`src/logic/blpwm_pkg.sv`:
```
// Constants and types of the backlight PWM dimmer
package blpwm_pkg;

  localparam int unsigned CLK_HZ          = 200_000_000;
  localparam int unsigned PWM_RATE_HZ     = 256;
  localparam int unsigned RAMP_RATE_HZ    = 64;
  localparam int unsigned DUTY_STEPS      = 32;
  localparam int unsigned NUM_CH          = 3;
  // One duty slot; a longest time, so it rounds down
  localparam int unsigned SLOT_CYCLES     = CLK_HZ / (PWM_RATE_HZ * DUTY_STEPS);
  localparam int unsigned FRAMES_PER_STEP = PWM_RATE_HZ / RAMP_RATE_HZ;
  // Boost start-up cover, half a slot
  localparam int unsigned STRETCH_CYCLES  = SLOT_CYCLES / 2;
  // Time-share half period, about 195 kHz alternation
  localparam int unsigned SHARE_CYCLES    = 512;

  // Register offsets
  localparam logic [11:0] OFS_MAIN   = 12'h000;
  localparam logic [11:0] OFS_AUX    = 12'h004;
  localparam logic [11:0] OFS_KEY    = 12'h008;
  localparam logic [11:0] OFS_STATUS = 12'h00c;

  // Field positions
  localparam int unsigned CFG_W        = 11;
  localparam int unsigned STAT_CH_STEP = 8;
  localparam int unsigned STAT_EN_LSB  = 24;
  localparam int unsigned STAT_SH_BIT  = 27;

  localparam logic [5:0]  DUTY_FULL = 6'h20;
  localparam logic [CFG_W-1:0] CFG_RST = 11'h000;

  // Channel setting, same layout as the control register
  typedef struct packed {
    logic       ramp_enable;
    logic       high_range_select;
    logic [2:0] current_level_code;
    logic [5:0] duty_code;
  } blpwm_cfg_t;

  // Sink drive toward the analog current stage
  typedef struct packed {
    logic       on;
    logic       dbl;
    logic       high_range_select;
    logic [2:0] current_level_code;
  } blpwm_drive_t;

endpackage : blpwm_pkg

```
`src/logic/blpwm_channel.sv`:
```
// One channel: duty ramp and PWM with on-time extension
`timescale 1ns/1ps
module blpwm_channel #(
  parameter int unsigned P_STRETCH_CYCLES = blpwm_pkg::STRETCH_CYCLES
) (
  // Clock and reset
  input  wire logic              i_clock,
  input  wire logic              i_arst_n,
  // Setting and timebase
  input  wire blpwm_pkg::blpwm_cfg_t i_cfg,
  input  wire logic [4:0]        i_slot_idx,
  input  wire logic              i_ramp_tick,
  // Results
  output logic [5:0]             o_eff_duty,
  output logic                   o_pwm
);
  import blpwm_pkg::*;

  localparam int unsigned SW = $clog2(P_STRETCH_CYCLES + 1);

  logic [5:0]    target;
  logic [5:0]    eff_reg;
  logic          raw_on;
  logic [SW-1:0] stretch_reg;
  logic          pwm_reg;

  // Top bit set means continuously on
  assign target = i_cfg.duty_code[5] ? DUTY_FULL : {1'b0, i_cfg.duty_code[4:0]};
  assign raw_on = {1'b0, i_slot_idx} < eff_reg;

  always_ff @(posedge i_clock or negedge i_arst_n)
  begin
    if (!i_arst_n)
      eff_reg <= 6'h00;
    else if (!i_cfg.ramp_enable)
      eff_reg <= target;
    else if (i_ramp_tick && eff_reg < target)
      eff_reg <= eff_reg + 6'h01;
    else if (i_ramp_tick && eff_reg > target)
      eff_reg <= eff_reg - 6'h01;
  end

  // Hold the sink on a while after each on period
  always_ff @(posedge i_clock or negedge i_arst_n)
  begin
    if (!i_arst_n)
      stretch_reg <= '0;
    else if (raw_on)
      stretch_reg <= SW'(P_STRETCH_CYCLES);
    else if (stretch_reg != '0)
      stretch_reg <= stretch_reg - SW'(1);
  end

  always_ff @(posedge i_clock or negedge i_arst_n)
  begin
    if (!i_arst_n)
      pwm_reg <= 1'b0;
    else
      pwm_reg <= raw_on || (stretch_reg != '0);
  end

  assign o_eff_duty = eff_reg;
  assign o_pwm      = pwm_reg;

  chk_ramp_step: assert property (@(posedge i_clock) disable iff (!i_arst_n)
    (i_cfg.ramp_enable && i_ramp_tick && eff_reg != target && $stable(i_cfg))
    |=> (eff_reg == $past(eff_reg) + 6'h01 || eff_reg == $past(eff_reg) - 6'h01))
    else $error("ramp did not move one step");
  chk_ramp_hold: assert property (@(posedge i_clock) disable iff (!i_arst_n)
    (i_cfg.ramp_enable && (!i_ramp_tick || eff_reg == target)) |=> $stable(eff_reg))
    else $error("ramp moved off a tick or past target");
  chk_direct_set: assert property (@(posedge i_clock) disable iff (!i_arst_n)
    !i_cfg.ramp_enable |=> eff_reg == $past(target))
    else $error("duty not applied at once");
  chk_full_on: assert property (@(posedge i_clock) disable iff (!i_arst_n)
    (eff_reg == DUTY_FULL) [*2] |-> pwm_reg)
    else $error("full duty not continuous");
  chk_stretch_on: assert property (@(posedge i_clock) disable iff (!i_arst_n)
    $fell(raw_on) |=> pwm_reg ##1 pwm_reg)
    else $error("on period not lengthened");

endmodule : blpwm_channel

```
`src/logic/blpwm_dimmer.sv`:
```
// Backlight dimmer top: APB registers, timebase, time sharing, sink drive
`timescale 1ns/1ps
module blpwm_dimmer #(
  parameter int unsigned P_SLOT_CYCLES    = blpwm_pkg::SLOT_CYCLES,
  parameter int unsigned P_STRETCH_CYCLES = blpwm_pkg::STRETCH_CYCLES
) (
  // Clock and reset
  input  wire logic                  i_clock,
  input  wire logic                  i_arst_n,
  // APB slave
  input  wire logic                  i_psel,
  input  wire logic                  i_penable,
  input  wire logic                  i_pwrite,
  input  wire logic [11:0]           i_paddr,
  input  wire logic [31:0]           i_pwdata,
  output logic                       o_pready,
  output logic [31:0]                o_prdata,
  output logic                       o_pslverr,
  // Sink drive: 0 main display, 1 aux display, 2 keypad
  output blpwm_pkg::blpwm_drive_t [blpwm_pkg::NUM_CH-1:0] o_drive
);
  import blpwm_pkg::*;

  localparam int unsigned SCW = $clog2(P_SLOT_CYCLES + 1);
  localparam int unsigned HCW = $clog2(SHARE_CYCLES + 1);
  localparam int unsigned FCW = $clog2(FRAMES_PER_STEP + 1);

  blpwm_cfg_t [NUM_CH-1:0]   cfg_reg;
  blpwm_drive_t [NUM_CH-1:0] drive_reg;
  blpwm_drive_t [NUM_CH-1:0] drive_next;
  logic [NUM_CH-1:0][5:0]    eff_duty;
  logic [NUM_CH-1:0]         pwm;
  logic [NUM_CH-1:0]         channel_enabled;
  logic [NUM_CH-1:0]         has_lower;
  logic [1:0]                en_cnt;

  logic [SCW-1:0] slot_cnt_reg;
  logic [4:0]     slot_idx_reg;
  logic [FCW-1:0] frame_cnt_reg;
  logic           ramp_tick_reg;
  logic           slot_wrap;
  logic [HCW-1:0] share_cnt_reg;
  logic           share_phase_reg;

  logic           pready_reg;
  logic [31:0]    prdata_reg;
  logic           pslverr_reg;
  logic [31:0]    rd_mux;
  logic           addr_hit;
  logic           setup;
  logic           wr_fire;

  // Free-running timebase: slot, frame, ramp tick
  assign slot_wrap = (slot_cnt_reg == SCW'(P_SLOT_CYCLES - 1));

  always_ff @(posedge i_clock or negedge i_arst_n)
  begin
    if (!i_arst_n)
      slot_cnt_reg <= '0;
    else if (slot_wrap)
      slot_cnt_reg <= '0;
    else
      slot_cnt_reg <= slot_cnt_reg + SCW'(1);
  end

  always_ff @(posedge i_clock or negedge i_arst_n)
  begin
    if (!i_arst_n)
      slot_idx_reg <= 5'h00;
    else if (slot_wrap)
      slot_idx_reg <= slot_idx_reg + 5'h01;
  end

  always_ff @(posedge i_clock or negedge i_arst_n)
  begin
    if (!i_arst_n)
    begin
      frame_cnt_reg <= '0;
      ramp_tick_reg <= 1'b0;
    end
    else
    begin
      // Tick only at a frame boundary
      ramp_tick_reg <= 1'b0;
      if (slot_wrap && slot_idx_reg == 5'h1f)
      begin
        if (frame_cnt_reg == FCW'(FRAMES_PER_STEP - 1))
        begin
          frame_cnt_reg <= '0;
          ramp_tick_reg <= 1'b1;
        end
        else
          frame_cnt_reg <= frame_cnt_reg + FCW'(1);
      end
    end
  end

  // Time-share alternation
  always_ff @(posedge i_clock or negedge i_arst_n)
  begin
    if (!i_arst_n)
    begin
      share_cnt_reg   <= '0;
      share_phase_reg <= 1'b0;
    end
    else if (share_cnt_reg == HCW'(SHARE_CYCLES - 1))
    begin
      share_cnt_reg   <= '0;
      share_phase_reg <= ~share_phase_reg;
    end
    else
      share_cnt_reg <= share_cnt_reg + HCW'(1);
  end

  for (genvar g = 0; g < NUM_CH; g++)
  begin : g_ch
    blpwm_channel #(
      .P_STRETCH_CYCLES (P_STRETCH_CYCLES)
    ) u_channel (
      .i_clock     (i_clock),
      .i_arst_n    (i_arst_n),
      .i_cfg       (cfg_reg[g]),
      .i_slot_idx  (slot_idx_reg),
      .i_ramp_tick (ramp_tick_reg),
      .o_eff_duty  (eff_duty[g]),
      .o_pwm       (pwm[g])
    );
    // Enabled while set or still ramping down
    assign channel_enabled[g] = (cfg_reg[g].duty_code != 6'h00) || (eff_duty[g] != 6'h00);
  end

  assign has_lower = {channel_enabled[1] | channel_enabled[0], channel_enabled[0], 1'b0};

  always_comb
  begin
    en_cnt = 2'd0;
    for (int i = 0; i < NUM_CH; i++)
      en_cnt = en_cnt + 2'(channel_enabled[i]);
    for (int i = 0; i < NUM_CH; i++)
    begin
      drive_next[i].current_level_code = cfg_reg[i].current_level_code;
      drive_next[i].high_range_select  = cfg_reg[i].high_range_select;
      drive_next[i].dbl                = (en_cnt == 2'd2);
      drive_next[i].on = pwm[i] && channel_enabled[i] && (en_cnt != 2'd3)
                         && (en_cnt != 2'd2 || has_lower[i] == share_phase_reg);
    end
  end

  always_ff @(posedge i_clock or negedge i_arst_n)
  begin
    if (!i_arst_n)
      drive_reg <= '0;
    else
      drive_reg <= drive_next;
  end

  // APB slave, one wait-free access phase
  assign setup    = i_psel && !i_penable;
  assign wr_fire  = i_psel && i_penable && pready_reg && i_pwrite && !pslverr_reg;
  assign addr_hit = (i_paddr == OFS_MAIN) || (i_paddr == OFS_AUX) || (i_paddr == OFS_KEY)
                    || (i_paddr == OFS_STATUS);

  always_comb
  begin
    rd_mux = 32'h0000_0000;
    unique case (i_paddr)
      OFS_MAIN:   rd_mux[CFG_W-1:0] = cfg_reg[0];
      OFS_AUX:    rd_mux[CFG_W-1:0] = cfg_reg[1];
      OFS_KEY:    rd_mux[CFG_W-1:0] = cfg_reg[2];
      OFS_STATUS:
      begin
        for (int i = 0; i < NUM_CH; i++)
          rd_mux[i*STAT_CH_STEP +: 6] = eff_duty[i];
        rd_mux[STAT_EN_LSB +: NUM_CH] = channel_enabled;
        rd_mux[STAT_SH_BIT]           = (en_cnt == 2'd2);
      end
      default:    rd_mux = 32'h0000_0000;
    endcase
  end

  always_ff @(posedge i_clock or negedge i_arst_n)
  begin
    if (!i_arst_n)
    begin
      pready_reg  <= 1'b0;
      prdata_reg  <= 32'h0000_0000;
      pslverr_reg <= 1'b0;
    end
    else
    begin
      pready_reg  <= setup;
      pslverr_reg <= setup && !addr_hit;
      if (setup && !i_pwrite)
        prdata_reg <= rd_mux;
      else if (!setup)
        prdata_reg <= 32'h0000_0000;
    end
  end

  always_ff @(posedge i_clock or negedge i_arst_n)
  begin
    if (!i_arst_n)
      cfg_reg <= {NUM_CH{CFG_RST}};
    else if (wr_fire)
    begin
      if (i_paddr == OFS_MAIN)
        cfg_reg[0] <= i_pwdata[CFG_W-1:0];
      if (i_paddr == OFS_AUX)
        cfg_reg[1] <= i_pwdata[CFG_W-1:0];
      if (i_paddr == OFS_KEY)
        cfg_reg[2] <= i_pwdata[CFG_W-1:0];
    end
  end

  assign o_pready  = pready_reg;
  assign o_prdata  = prdata_reg;
  assign o_pslverr = pslverr_reg;
  assign o_drive   = drive_reg;

  chk_three_all_off: assert property (@(posedge i_clock) disable iff (!i_arst_n)
    (en_cnt == 2'd3) |=> (!drive_reg[0].on && !drive_reg[1].on && !drive_reg[2].on))
    else $error("driver active with three channels enabled");
  chk_share_exclusive: assert property (@(posedge i_clock) disable iff (!i_arst_n)
    (en_cnt == 2'd2) |=> $onehot0({drive_reg[0].on, drive_reg[1].on, drive_reg[2].on}))
    else $error("two shared channels on together");
  chk_share_toggle: assert property (@(posedge i_clock) disable iff (!i_arst_n)
    $rose(share_phase_reg) |-> ##[1:600] $fell(share_phase_reg))
    else $error("share phase stuck");
  chk_double_current: assert property (@(posedge i_clock) disable iff (!i_arst_n)
    (en_cnt == 2'd2) |=> (drive_reg[0].dbl && drive_reg[1].dbl && drive_reg[2].dbl))
    else $error("current not doubled while sharing");
  chk_single_normal: assert property (@(posedge i_clock) disable iff (!i_arst_n)
    (en_cnt < 2'd2) |=> !drive_reg[0].dbl)
    else $error("current doubled without sharing");
  chk_level_pass: assert property (@(posedge i_clock) disable iff (!i_arst_n)
    1'b1 |=> (drive_reg[1].current_level_code == $past(cfg_reg[1].current_level_code)
              && drive_reg[1].high_range_select == $past(cfg_reg[1].high_range_select)))
    else $error("current code not forwarded");
  chk_tick_align: assert property (@(posedge i_clock) disable iff (!i_arst_n)
    ramp_tick_reg |-> (slot_idx_reg == 5'h00 && slot_cnt_reg == '0))
    else $error("ramp tick off a frame boundary");
  chk_slot_advance: assert property (@(posedge i_clock) disable iff (!i_arst_n)
    slot_wrap |=> slot_idx_reg == $past(slot_idx_reg) + 5'h01)
    else $error("slot index did not advance");
  chk_apb_ready: assert property (@(posedge i_clock) disable iff (!i_arst_n)
    setup |=> (o_pready ##1 !o_pready || setup))
    else $error("pready not one access cycle");

  // Register bus checks
  chk_write_main: assert property (@(posedge i_clock) disable iff (!i_arst_n)
    (wr_fire && i_paddr == OFS_MAIN)
    |=> cfg_reg[0] == $past(i_pwdata[CFG_W-1:0]))
    else $error("main setting not written");
  chk_write_aux: assert property (@(posedge i_clock) disable iff (!i_arst_n)
    (wr_fire && i_paddr == OFS_AUX)
    |=> cfg_reg[1] == $past(i_pwdata[CFG_W-1:0]))
    else $error("aux setting not written");
  chk_write_key: assert property (@(posedge i_clock) disable iff (!i_arst_n)
    (wr_fire && i_paddr == OFS_KEY)
    |=> cfg_reg[2] == $past(i_pwdata[CFG_W-1:0]))
    else $error("keypad setting not written");
  chk_status_readonly: assert property (@(posedge i_clock) disable iff (!i_arst_n)
    (wr_fire && i_paddr == OFS_STATUS) |=> $stable(cfg_reg))
    else $error("status write changed a setting");
  chk_unmapped_err: assert property (@(posedge i_clock) disable iff (!i_arst_n)
    (setup && !addr_hit) |=> (o_pready && o_pslverr && o_prdata == 32'h0000_0000))
    else $error("unmapped access not refused");
  chk_unmapped_keep: assert property (@(posedge i_clock) disable iff (!i_arst_n)
    (i_psel && i_penable && pslverr_reg) |=> $stable(cfg_reg))
    else $error("refused write changed a setting");
  chk_rdata_idle: assert property (@(posedge i_clock) disable iff (!i_arst_n)
    !o_pready |-> o_prdata == 32'h0000_0000)
    else $error("read data outside access");
  chk_read_main: assert property (@(posedge i_clock) disable iff (!i_arst_n)
    (setup && !i_pwrite && i_paddr == OFS_MAIN)
    |=> o_prdata == 32'($past(cfg_reg[0])))
    else $error("main setting read wrong");
  chk_read_enabled: assert property (@(posedge i_clock) disable iff (!i_arst_n)
    (setup && !i_pwrite && i_paddr == OFS_STATUS)
    |=> o_prdata[STAT_EN_LSB +: NUM_CH] == $past(channel_enabled))
    else $error("enabled flags read wrong");

  // Drive and timebase checks
  chk_off_disabled: assert property (@(posedge i_clock) disable iff (!i_arst_n)
    1'b1 |=> ((~$past(channel_enabled)
              & {drive_reg[2].on, drive_reg[1].on, drive_reg[0].on}) == 3'b000))
    else $error("disabled channel driven");
  chk_single_follow: assert property (@(posedge i_clock) disable iff (!i_arst_n)
    (en_cnt == 2'd1)
    |=> ({drive_reg[2].on, drive_reg[1].on, drive_reg[0].on} == $past(pwm & channel_enabled)))
    else $error("single channel drive wrong");
  chk_share_lower: assert property (@(posedge i_clock) disable iff (!i_arst_n)
    (en_cnt == 2'd2 && channel_enabled[0] && pwm[0])
    |=> drive_reg[0].on == !$past(share_phase_reg))
    else $error("lower shared channel off phase");
  chk_share_upper: assert property (@(posedge i_clock) disable iff (!i_arst_n)
    (en_cnt == 2'd2 && channel_enabled[0] && channel_enabled[1] && pwm[1])
    |=> drive_reg[1].on == $past(share_phase_reg))
    else $error("upper shared channel off phase");
  chk_level_main: assert property (@(posedge i_clock) disable iff (!i_arst_n)
    1'b1 |=> (drive_reg[0].current_level_code == $past(cfg_reg[0].current_level_code)
              && drive_reg[0].high_range_select == $past(cfg_reg[0].high_range_select)))
    else $error("main current code not forwarded");
  chk_level_key: assert property (@(posedge i_clock) disable iff (!i_arst_n)
    1'b1 |=> (drive_reg[2].current_level_code == $past(cfg_reg[2].current_level_code)
              && drive_reg[2].high_range_select == $past(cfg_reg[2].high_range_select)))
    else $error("keypad current code not forwarded");
  chk_frame_bound: assert property (@(posedge i_clock) disable iff (!i_arst_n)
    frame_cnt_reg < FCW'(FRAMES_PER_STEP))
    else $error("frame count out of range");
  chk_share_bound: assert property (@(posedge i_clock) disable iff (!i_arst_n)
    share_cnt_reg < HCW'(SHARE_CYCLES))
    else $error("share count out of range");

endmodule : blpwm_dimmer

```
`config.mk`:
```
export PLATFORM = sky130hd
export DESIGN_NAME = blpwm_dimmer
export DESIGN_NICKNAME = d
export VERILOG_FILES = /design/src/logic/blpwm_pkg.sv /design/src/logic/blpwm_channel.sv /design/src/logic/blpwm_dimmer.sv
export SDC_FILE = /design/constraint.sdc
export NUM_CORES = 1
export LEC_CHECK = 0
export ABC_CLOCK_PERIOD_IN_PS = 6600
export BUFFER_PORTS_ARGS = -buffer_cell sky130_fd_sc_hd__buf_2
export CORE_MARGIN = 3
export CORE_UTILIZATION = 61
export DETAILED_ROUTE_END_ITERATION = 8
export PLACE_DENSITY_LB_ADDON = 0.25
export SETUP_SLACK_MARGIN = 0.1
export SKIP_CTS_REPAIR_TIMING = 1
export SLEW_MARGIN = 5
export SYNTH_ARGS = -nofsm -noshare
export SYNTH_HDL_FRONTEND = slang
export SYNTH_SLANG_ARGS = --single-unit
```
`constraint.sdc`:
```
create_clock -name i_clock -period 6.6 [get_ports i_clock]
set_input_delay 0.33 -clock i_clock [delete_from_list [all_inputs] [get_ports i_clock]]
set_output_delay 0.33 -clock i_clock [all_outputs]
set_load 0.05 [all_outputs]
```
==> impl_metrics.csv, run 1 <==
group,metric,value,unit
sta,skew,6.56,ps
drt,met2_length,8.90,mm
cells_and_area,diodes,0,
yosys,avgSynthCellArea,10.4,sq um
sta,rsz0062_at_grt,"false",
cts,clk_latency,440,ps
pwr,intPower,1770,uW
global_route,grt-ovfl-total,0,
drt,first_pass_iters,5,
yosys,synth_edf_count,0,
critical_path,critPathLaunchType,"register",
die,start_util,63.7,%
critical_path,ff2ff_setup_slack,3110,ps
pwr,pwr-share-clk,37.9,%
die,die_h,128,microns
sta,tightest_slew,1180,ps
cts,clockBufferDepth,2,
cts,cts_buffers,17,
yosys,synth_ff_type,"dfrtp_1",
drt,top_layer,"met4",
cells_and_area,largest_reg_flops,42,
drt,post_drt_wl_per_cell,17.0,microns
drt,viasPerCell,5.92,
place,post-place-ws,3190,ps
cts,cts_tree,"yes",
yosys,synth_cell_type_count,60,
die,die_x,128,microns
drt,met1_length,8.78,mm
pwr,ir_drop,0.249,mV
yosys,async_flop_share,100,%
global_route,grt_pass1_vias,6458,
drt,drc,0,
drt,num_vias,6678,
cells_and_area,area_growth,11.2,%
sta,finalSetupViolCount,0,
pwr,p_comb_share,11.8,%
sta,tns,0,ps
global_route,track_usage,24.4,%
worst_hold_path,worstHoldPathType,"in -> async",
place,dp_hpwl,13.1,mm
cells_and_area,layout.cells.most_common,"dfrtp_1",
place,place.gp.congestion,0.881,
sta,hold-worst-slack,-40.8,ps
global_route,antenna_found_initial,0,
cts,clk_pin_slew,70,ps
critical_path,worstPathMaxFanout,9,
cells_and_area,final_nets,1039,
pwr,power_leakage,0.00476,uW
job,drv_cap,0,
pwr,p_per_area,244,mW/mm^2
sta,period_minus_slack,3490,ps
run_status,violations,"hold timing",
drt,drtIter0Drc,347,
yosys,ys_ff_latch,173,
yosys,yosysSeqAreaShare,47.8,%
yosys,yosys_warnings,0,
pwr,p_switching,686,uW
sta,slew_violations,0,
die,fp-row-count,43,
place,portBuffers,71,
cts,root_buffer,"clkbuf_16",
sta,relSlewSlack,21.1,%
critical_path,worstPathRequired,6920,ps
cts,cts.sinks,173,
global_route,grt_max_degree,98,
critical_path,path_class,"reg -> reg",
cts,htree_levels,4,
pwr,power_frac_seq,50.3,%
drt,wl,19.2,mm
global_route,grt_pass1_wl,31.9,mm
die,io_pins,101,
cells_and_area,layout_common_cells,"173 x dfrtp_1, 90 x nand2_1, 70 x buf_2",
sta,layout_setup_ws,3110,ps
critical_path,end_kind,"register",
sta,finalHoldViolations,17,
die,coreArea,0.0142,sq mm
sta,fmax,287,MHz
die,design.die.area,0.0163,sq mm
cells_and_area,drive_gt1_share,17.7,%
critical_path,worstPathArrival,3810,ps
sta,finalCritPeriodShare,52.8,%
run_status,run_status,"finished, violations left",
drt,dr_wl_met3,1.07,mm
pwr,netSwitchingFraction,27.9,%
drt,postRouteAntennaNets,0,
yosys,netlist_area,0.00905,sq mm
yosys,synthCells,868,
cells_and_area,nFillCells,1075,
## final cells by class
class                           count  area, sq um  share of cell area, %
Clock buffer                       19          433                   4.30
Multi-Input combinational cell    626         4410                   43.8
Tap cell                          180          225                   2.24
Inverter                           40          150                   1.49
Sequential cell                   173         4330                   43.0
Timing Repair Buffer               77          407                   4.04
Clock inverter                     13          108                   1.07
## power groups by stage
| stage | logic, uW | registers, uW | clock network (uW) |
|---|---|---|---|
| finish | 291 | 1230 | 931 |
| global placement | 283 | 1250 | 0 |
| floorplan | 228 | 1240 | 0 |
| detailed placement | 294 | 1250 | 0 |
| global route | 332 | 1250 | 991 |
| CTS | 295 | 1230 | 942 |
## through the flow
step | utilization (%) | cell area, sq um | std cells | power [uW]
after floorplan | - | 9080 | 875 | 1460
final | 70.8 | 10100 | 1128 | 2460
after global routing | 70.8 | 10100 | 1128 | 2570
after CTS | 70.8 | 10100 | 1128 | 2470
after detailed placement | 67.0 | 9520 | 1096 | 1540
after global placement | 67.0 | 9520 | 1096 | 1530
## cells in the mapped netlist, types with 7 or more instances
cell / number / area share [%]
inv_1: 40 / 1.7
a22o_1: 13 / 1.3
a21oi_1: 30 / 1.7
xor2_1: 24 / 2.3
a21o_1: 8 / 0.66
nand2_1: 90 / 3.7
dfrtp_1: 173 / 48
buf_4: 11 / 0.91
nor4_1: 19 / 1.3
mux2_4: 10 / 1.7
nand3_1: 40 / 2.2
a211oi_1: 7 / 0.58
mux2_2: 37 / 4.6
and2_1: 7 / 0.48
nor2b_1: 12 / 0.83
o21ai_0: 46 / 2.5
mux2i_1: 9 / 1.0
and3_1: 12 / 0.83
nor3_1: 12 / 0.66
xnor2_1: 33 / 3.2
nor2_1: 56 / 2.3
a22oi_1: 18 / 1.5
clkbuf_1: 20 / 0.83
ha_1: 51 / 7.1
## per-layer routing
metal  up-vias  GRT usage, %
li1       3195             -
met1      3257          33.6
met2       192          38.3
met3        34          6.04
met4         0          7.74
met5         -             0
## critical path, stage by stage (launching register included)
cell	delay [ps]
dfrtp_1	440
inv_1	150
nand2_1	100
ha_1	320
and3_1	180
o21ai_0	220
o2111ai_1	460
ha_1	540
o21ai_0	80
o21ba_2	240
o22ai_1	120
or2_2	290
a21oi_1	160
nor3_1	80
## cell families (layout without fill, tap and decap cells)
group | after synthesis | count (layout) | share of synthesized area [%]
DFF | 173 | 173 | 47.8
xor gates and xnor gates | 57 | 57 | 5.52
muxes | 56 | 56 | 7.26
other | 1 | 8 | 0.0414
adders and majority gates | 55 | 55 | 7.93
and+or+nand+nor | 299 | 299 | 17.0
buffers and inverters | 76 | 149 | 3.80
AOI/OAI and AO/OA | 151 | 151 | 10.6
## worst paths after layout
path                                                    to  cells after the start   startpoint
max                        g_ch[0].u_channel.o_eff_duty[5]                     13   cfg_reg[5]
min reg2reg                                    o_drive[15]                      0  cfg_reg[31]
min                                             o_drive[9]                      1     i_arst_n
max in group asynchronous  g_ch[2].u_channel.o_eff_duty[4]                      2     i_arst_n
max reg2reg                g_ch[0].u_channel.o_eff_duty[5]                     13   cfg_reg[5]
min in group i_clock                           cfg_reg[27]                      3  i_pwdata[5]
No activity file was read; power rests on OpenSTA's default activity.
==> run 2: changes to the inputs <==
Settings changed: ABC_CLOCK_PERIOD_IN_PS 6600 to 3100, CORE_UTILIZATION 61 to 53.
Clock period 6.6 ns to 3.1 ns, I/O delays scaled along.
==> run 2 against run 1 <==
Effect of this change: utilization fell by 7.0 points; combinational power rose by 120%; die area rose by 14%; global-route usage fell by 2.7 points; design area rose by 5.5%; setup slack got worse by 2900 ps; cell count rose by 7.5%; clock power rose by 120%; the run now ends clean; fmax rose by 21%; power rose by 110%; critical path type unchanged; highest routed layer unchanged; via count rose by 0.91%.
==> impl_metrics.csv, run 2 (same netlist as run 1, synthesis figures left out) <==
group,metric,value,unit
sta,finalSetupViolCount,0,
die,fp-row-count,47,
cells_and_area,drive_gt1_share,22.7,%
cts,cts_buffers,17,
sta,period_minus_slack,2880,ps
cells_and_area,stdcell_area,0.0106,sq mm
sta,slew_violations,0,
critical_path,worstPathArrival,3190,ps
cts,htree_levels,4,
drt,num_vias,6739,
drt,postRouteAntennaNets,0,
critical_path,crit_buf_inv,1,
critical_path,critPathLaunchType,"register",
cells_and_area,final_nets,1084,
global_route,grt_pass1_wl,31.8,mm
global_route,grt_max_degree,85,
sta,tightest_slew,774,ps
cts,root_buffer,"clkbuf_16",
sta,tns,0,ps
cts,clk_pin_slew,70,ps
die,start_util,54.4,%
sta,skew,7.75,ps
drt,drc,0,
pwr,ir_drop,0.431,mV
sta,fmax,347,MHz
place,post-place-ws,-0.313,ps
place,place.gp.congestion,0.939,
critical_path,path_class,"reg -> reg",
place,placed_area,0.00981,sq mm
die,die_h,137,microns
cells_and_area,layout_common_cells,"173 x dfrtp_1, 90 x nand2_1, 70 x buf_2",
cells_and_area,diodes,0,
die,design.die.area,0.0187,sq mm
sta,finalCritPeriodShare,93.0,%
drt,wl,19.3,mm
critical_path,cp_top_family,"compound AO/OA/AOI/OAI gates",
cells_and_area,area_growth,17.3,%
critical_path,worst-path-stages,13,
run_status,run_status,"completed",
cts,clockBufferDepth,2,
global_route,antenna_found_initial,0,
sta,rsz0062_at_grt,"true",
critical_path,r2r_start,"cfg_reg[5]",
worst_hold_path,worstHoldPathType,"in -> reg",
job,drv_cap,0,
critical_path,crit_chain,"inv_2 -> nand2_1 -> ha_1 -> and3_1 -> o21ai_1 -> o2111ai_2 -> ha_1 -> o21ai_0 -> o21ba_2 -> o22ai_2 -> or2_2 -> a21oi_2 -> nor3_1",
global_route,grt-ovfl-total,0,
drt,viasPerCell,5.56,
sta,layout_setup_ws,216,ps
global_route,grt_pass1_vias,6370,
die,die_x,137,microns
sta,finalHoldViolations,0,
pwr,p_per_area,497,mW/mm^2
critical_path,ff2ff_setup_slack,220,ps
cells_and_area,largest_reg_flops,42,
die,coreArea,0.0166,sq mm
cells_and_area,layout.cells.most_common,"dfrtp_1",
pwr,power,5280,uW
place,portBuffers,71,
cells_and_area,nFillCells,1306,
cts,cts_tree,"yes",
critical_path,reg2reg_depth,13,
critical_path,crit_path_frequent_cell,"ha_1",
critical_path,r2r_end,"g_ch[0].u_channel.o_eff_duty[5]",
critical_path,worstPathMaxFanout,5,
critical_path,worstPathRequired,3400,ps
global_route,track_usage,21.6,%
drt,first_pass_iters,5,
drt,drtIter0Drc,377,
critical_path,slowest_stage,"dfrtp_1",
cts,cts.sinks,173,
critical_path,critPathMaxStageDelay,390,ps
critical_path,endpoint,"g_ch[0].u_channel.o_eff_duty[5]",
sta,relSlewSlack,48.1,%
worst_hold_path,hold_path.startpoint,"i_paddr[4]",
critical_path,startpoint,"cfg_reg[5]",
drt,post_drt_wl_per_cell,15.9,microns
cells_and_area,final_core_util,63.8,%
cts,clk_latency,430,ps
place,dp_hpwl,13.7,mm
die,io_pins,101,
pwr,power_leakage,0.00500,uW
critical_path,end_kind,"register",
-- run 2: cell types whose count changed in the layout (fill, tap and decap cells not counted), sizes merged --
cell / change
clkinv: -4
inv: +3
clkinvlp: +2
buf: +36
clkbuf: -1
dlygate4sd3: +9
-- run 2: layout make-up --
type                    count  area (sq um)  area share [%]
clock buffers              18           429            4.04
well taps                 220           275            2.59
inverters                  40           150            1.41
clock inverters            14           128            1.20
repair buffers            122           783            7.38
flip-flops and latches    173          4330            40.8
multi-input cells         626          4520            42.6
-- run 2: how the worst min path moves through the flow --
stage	endpoint	slack [ps]	depth (start not counted)
floorplan	cfg_reg[0]	-140	0
global placement	share_cnt_reg[8]	250	1
detailed placement	share_cnt_reg[8]	250	1
CTS	share_cnt_reg[8]	-210	1
global route	cfg_reg[24]	2	2
finish	o_pslverr	5	3
-- run 2: report_power, final --
| part | internal, uW | total (uW) | switching, uW |
|---|---|---|---|
| clock | 1060 | 2010 | 951 |
| sequential | 2440 | 2620 | 184 |
| combinational | 303 | 645 | 342 |
-- run 2: per-layer routing --
metal  up-vias  wire length [microns]  GRT usage (%)
met5         -                      0              0
met4         0                    232           5.99
li1       3276                      -              -
met1      3286                   9090           31.0
met2       162                   8890           33.2
met3        15                   1090           4.96
-- run 2: metrics by stage --
step | instances | hold WS [ps]
floorplan | 875 | -141
global route | 1213 | 1.81
detailed placement | 1165 | 252
finish | 1213 | 5.09
global placement | 1165 | 253
CTS | 1197 | -212
-- run 2: worst register-to-register path, cell delays in order, from the launching register on --
cell       delay [ps]
dfrtp_1           390
inv_2             100
nand2_1            80
ha_1              310
and3_1            170
o21ai_1           160
o2111ai_2         260
ha_1              380
o21ai_0            60
o21ba_2           260
o22ai_2           100
or2_2             290
a21oi_2           140
nor3_1             60
==> run 3: changes to the inputs <==
Settings changed: RECOVER_POWER set to 100.
==> run 3 against run 2 <==
Effect of this change: clock power hardly changed; critical path type is now in -> reg; design area is 1.7% lower; non-clock buffer count is the same; cell count is the same; via count is 0.33% lower; power down 0.14%; largest cell class unchanged; the run now ends with capacitance limit, slew limit left; fmax shrank 2.5%; combinational power down 0.6%; die area stayed put.
==> impl_metrics.csv, run 3 (same netlist as run 1, synthesis figures left out) <==
group,metric,value,unit
drt,post_drt_wl_per_cell,15.9,microns
cts,htree_levels,4,
critical_path,crit_path_frequent_cell,"nor3_1",
cells_and_area,diodes,0,
cts,clockBufferDepth,2,
critical_path,worstPathArrival,3270,ps
critical_path,crit_buf_inv,2,
sta,fmax,338,MHz
cts,cts_buffers,17,
die,io_pins,101,
drt,wl,19.3,mm
die,design.die.area,0.0187,sq mm
cts,clk_pin_slew,70,ps
cells_and_area,final_nets,1084,
cts,clk_latency,430,ps
drt,drtIter0Drc,371,
place,portBuffers,71,
global_route,grt_pass1_wl,31.8,mm
critical_path,path_class,"in -> reg",
sta,skew,7.47,ps
place,placed_area,0.00981,sq mm
global_route,grt_pass1_vias,6370,
global_route,grt_max_degree,85,
cells_and_area,nFillCells,1368,
cells_and_area,stdcell_area,0.0104,sq mm
sta,finalHoldViolations,0,
pwr,ir_drop,0.424,mV
global_route,track_usage,21.6,%
place,place.gp.congestion,0.939,
global_route,met1_usage,31.0,%
critical_path,crit_chain,"buf_2 -> or4_1 -> nor3_1 -> nand2_1 -> or3_1 -> nor3_1 -> clkbuf_2 -> mux2_1",
die,die_x,137,microns
cells_and_area,area_growth,15.3,%
drt,postRouteAntennaNets,0,
drt,drc,0,
pwr,power_leakage,0.00474,uW
place,dp_hpwl,13.7,mm
sta,relSlewSlack,-36.1,%
cts,cts.sinks,173,
die,fp-row-count,47,
critical_path,end_kind,"register",
global_route,use_met2,33.2,%
sta,rsz0062_at_grt,"true",
cts,cts_tree,"yes",
pwr,p_per_area,505,mW/mm^2
run_status,violations,"capacitance limit, slew limit",
global_route,grt-ovfl-total,0,
global_route,use_met3,4.96,%
critical_path,cp_top_family,"simple AND/OR/NAND/NOR gates",
cells_and_area,drive_gt1_share,15.8,%
sta,tightest_slew,2040,ps
die,die_h,137,microns
sta,slew_violations,84,
cells_and_area,layout_common_cells,"173 x dfrtp_1, 90 x nand2_1, 58 x clkbuf_1",
critical_path,critPathMaxStageDelay,920,ps
global_route,grt-busiest-layer,"met2",
cts,root_buffer,"clkbuf_16",
global_route,antenna_found_initial,0,
sta,finalCritPeriodShare,95.4,%
sta,finalSetupViolCount,0,
cells_and_area,largest_reg_flops,42,
die,coreArea,0.0166,sq mm
worst_hold_path,worstHoldPathType,"in -> reg",
run_status,run_status,"finished, violations left",
cells_and_area,final_core_util,62.7,%
critical_path,critPathLaunchType,"input pin",
critical_path,worstPathRequired,3410,ps
job,drv_cap,1,
sta,period_minus_slack,2960,ps
cells_and_area,layout.cells.most_common,"dfrtp_1",
drt,first_pass_iters,5,
die,start_util,54.4,%
drt,num_vias,6717,
drt,viasPerCell,5.54,
critical_path,worstPathMaxFanout,6,
critical_path,slowest_stage,"nor3_1",
[run 3: cell count changes in the layout (fill, tap and decap cells not counted), sizes merged]
cell	before	now
buf	113	51
clkbuf	18	80
[run 3: worst min-delay path, stage by stage]
cell and delay [ps]:
buf_2 70, nor4_1 50, a21oi_1 110
[run 3: power by group]
group          internal (uW)  switching, uW  leakage, uW  total (uW)
logic                    301            340      0.00222         641
clock network           1060            947     0.000266        2010
registers               2440            184      0.00225        2620
[run 3: layout make-up]
| type | instances | area, sq um | area share, % |
|---|---|---|---|
| timing repair buffer | 122 | 664 | 6.36 |
| sequential | 173 | 4330 | 41.5 |
| multi-input combinational | 626 | 4460 | 42.8 |
| clock inverter | 14 | 128 | 1.22 |
| inverter | 40 | 150 | 1.44 |
| clock buffer | 18 | 429 | 4.11 |
| tap | 220 | 275 | 2.64 |
[run 3: final timing paths]
path / depth (start not counted) / to / start / slack, ps
setup / recovery: 8 / cfg_reg[4] / i_paddr[9] / 140
hold / removal: 3 / o_pslverr / i_paddr[4] / 5
setup reg to reg: 13 / g_ch[0].u_channel.o_eff_duty[5] / cfg_reg[5] / 220
hold reg to reg: 0 / o_drive[9] / cfg_reg[20] / 400
max in group asynchronous: 3 / slot_cnt_reg[9] / i_arst_n / 700
min in group asynchronous: 2 / share_cnt_reg[8] / i_arst_n / 850
[run 3: per-layer routing]
layer	share of wire (%)	wire, microns
met5	0	0
met1	47	9060
met4	1.0	197
met3	6.0	1170
met2	46	8920
[run 3: through the flow]
step           setup TNS, ps  cells  hold WS (ps)  setup slack, ps  total power [uW]
4_1_cts                -36.2   1197          -212            -30.4              5330
5_1_grt                    0   1213          1.78             26.0              5550
6_report                   0   1213          5.44              142              5270
2_1_floorplan              0    875          -141              136              3120
3_5_place_dp          -0.313   1165           252           -0.313              3310
3_3_place_gp               0   1165           253              114              3280
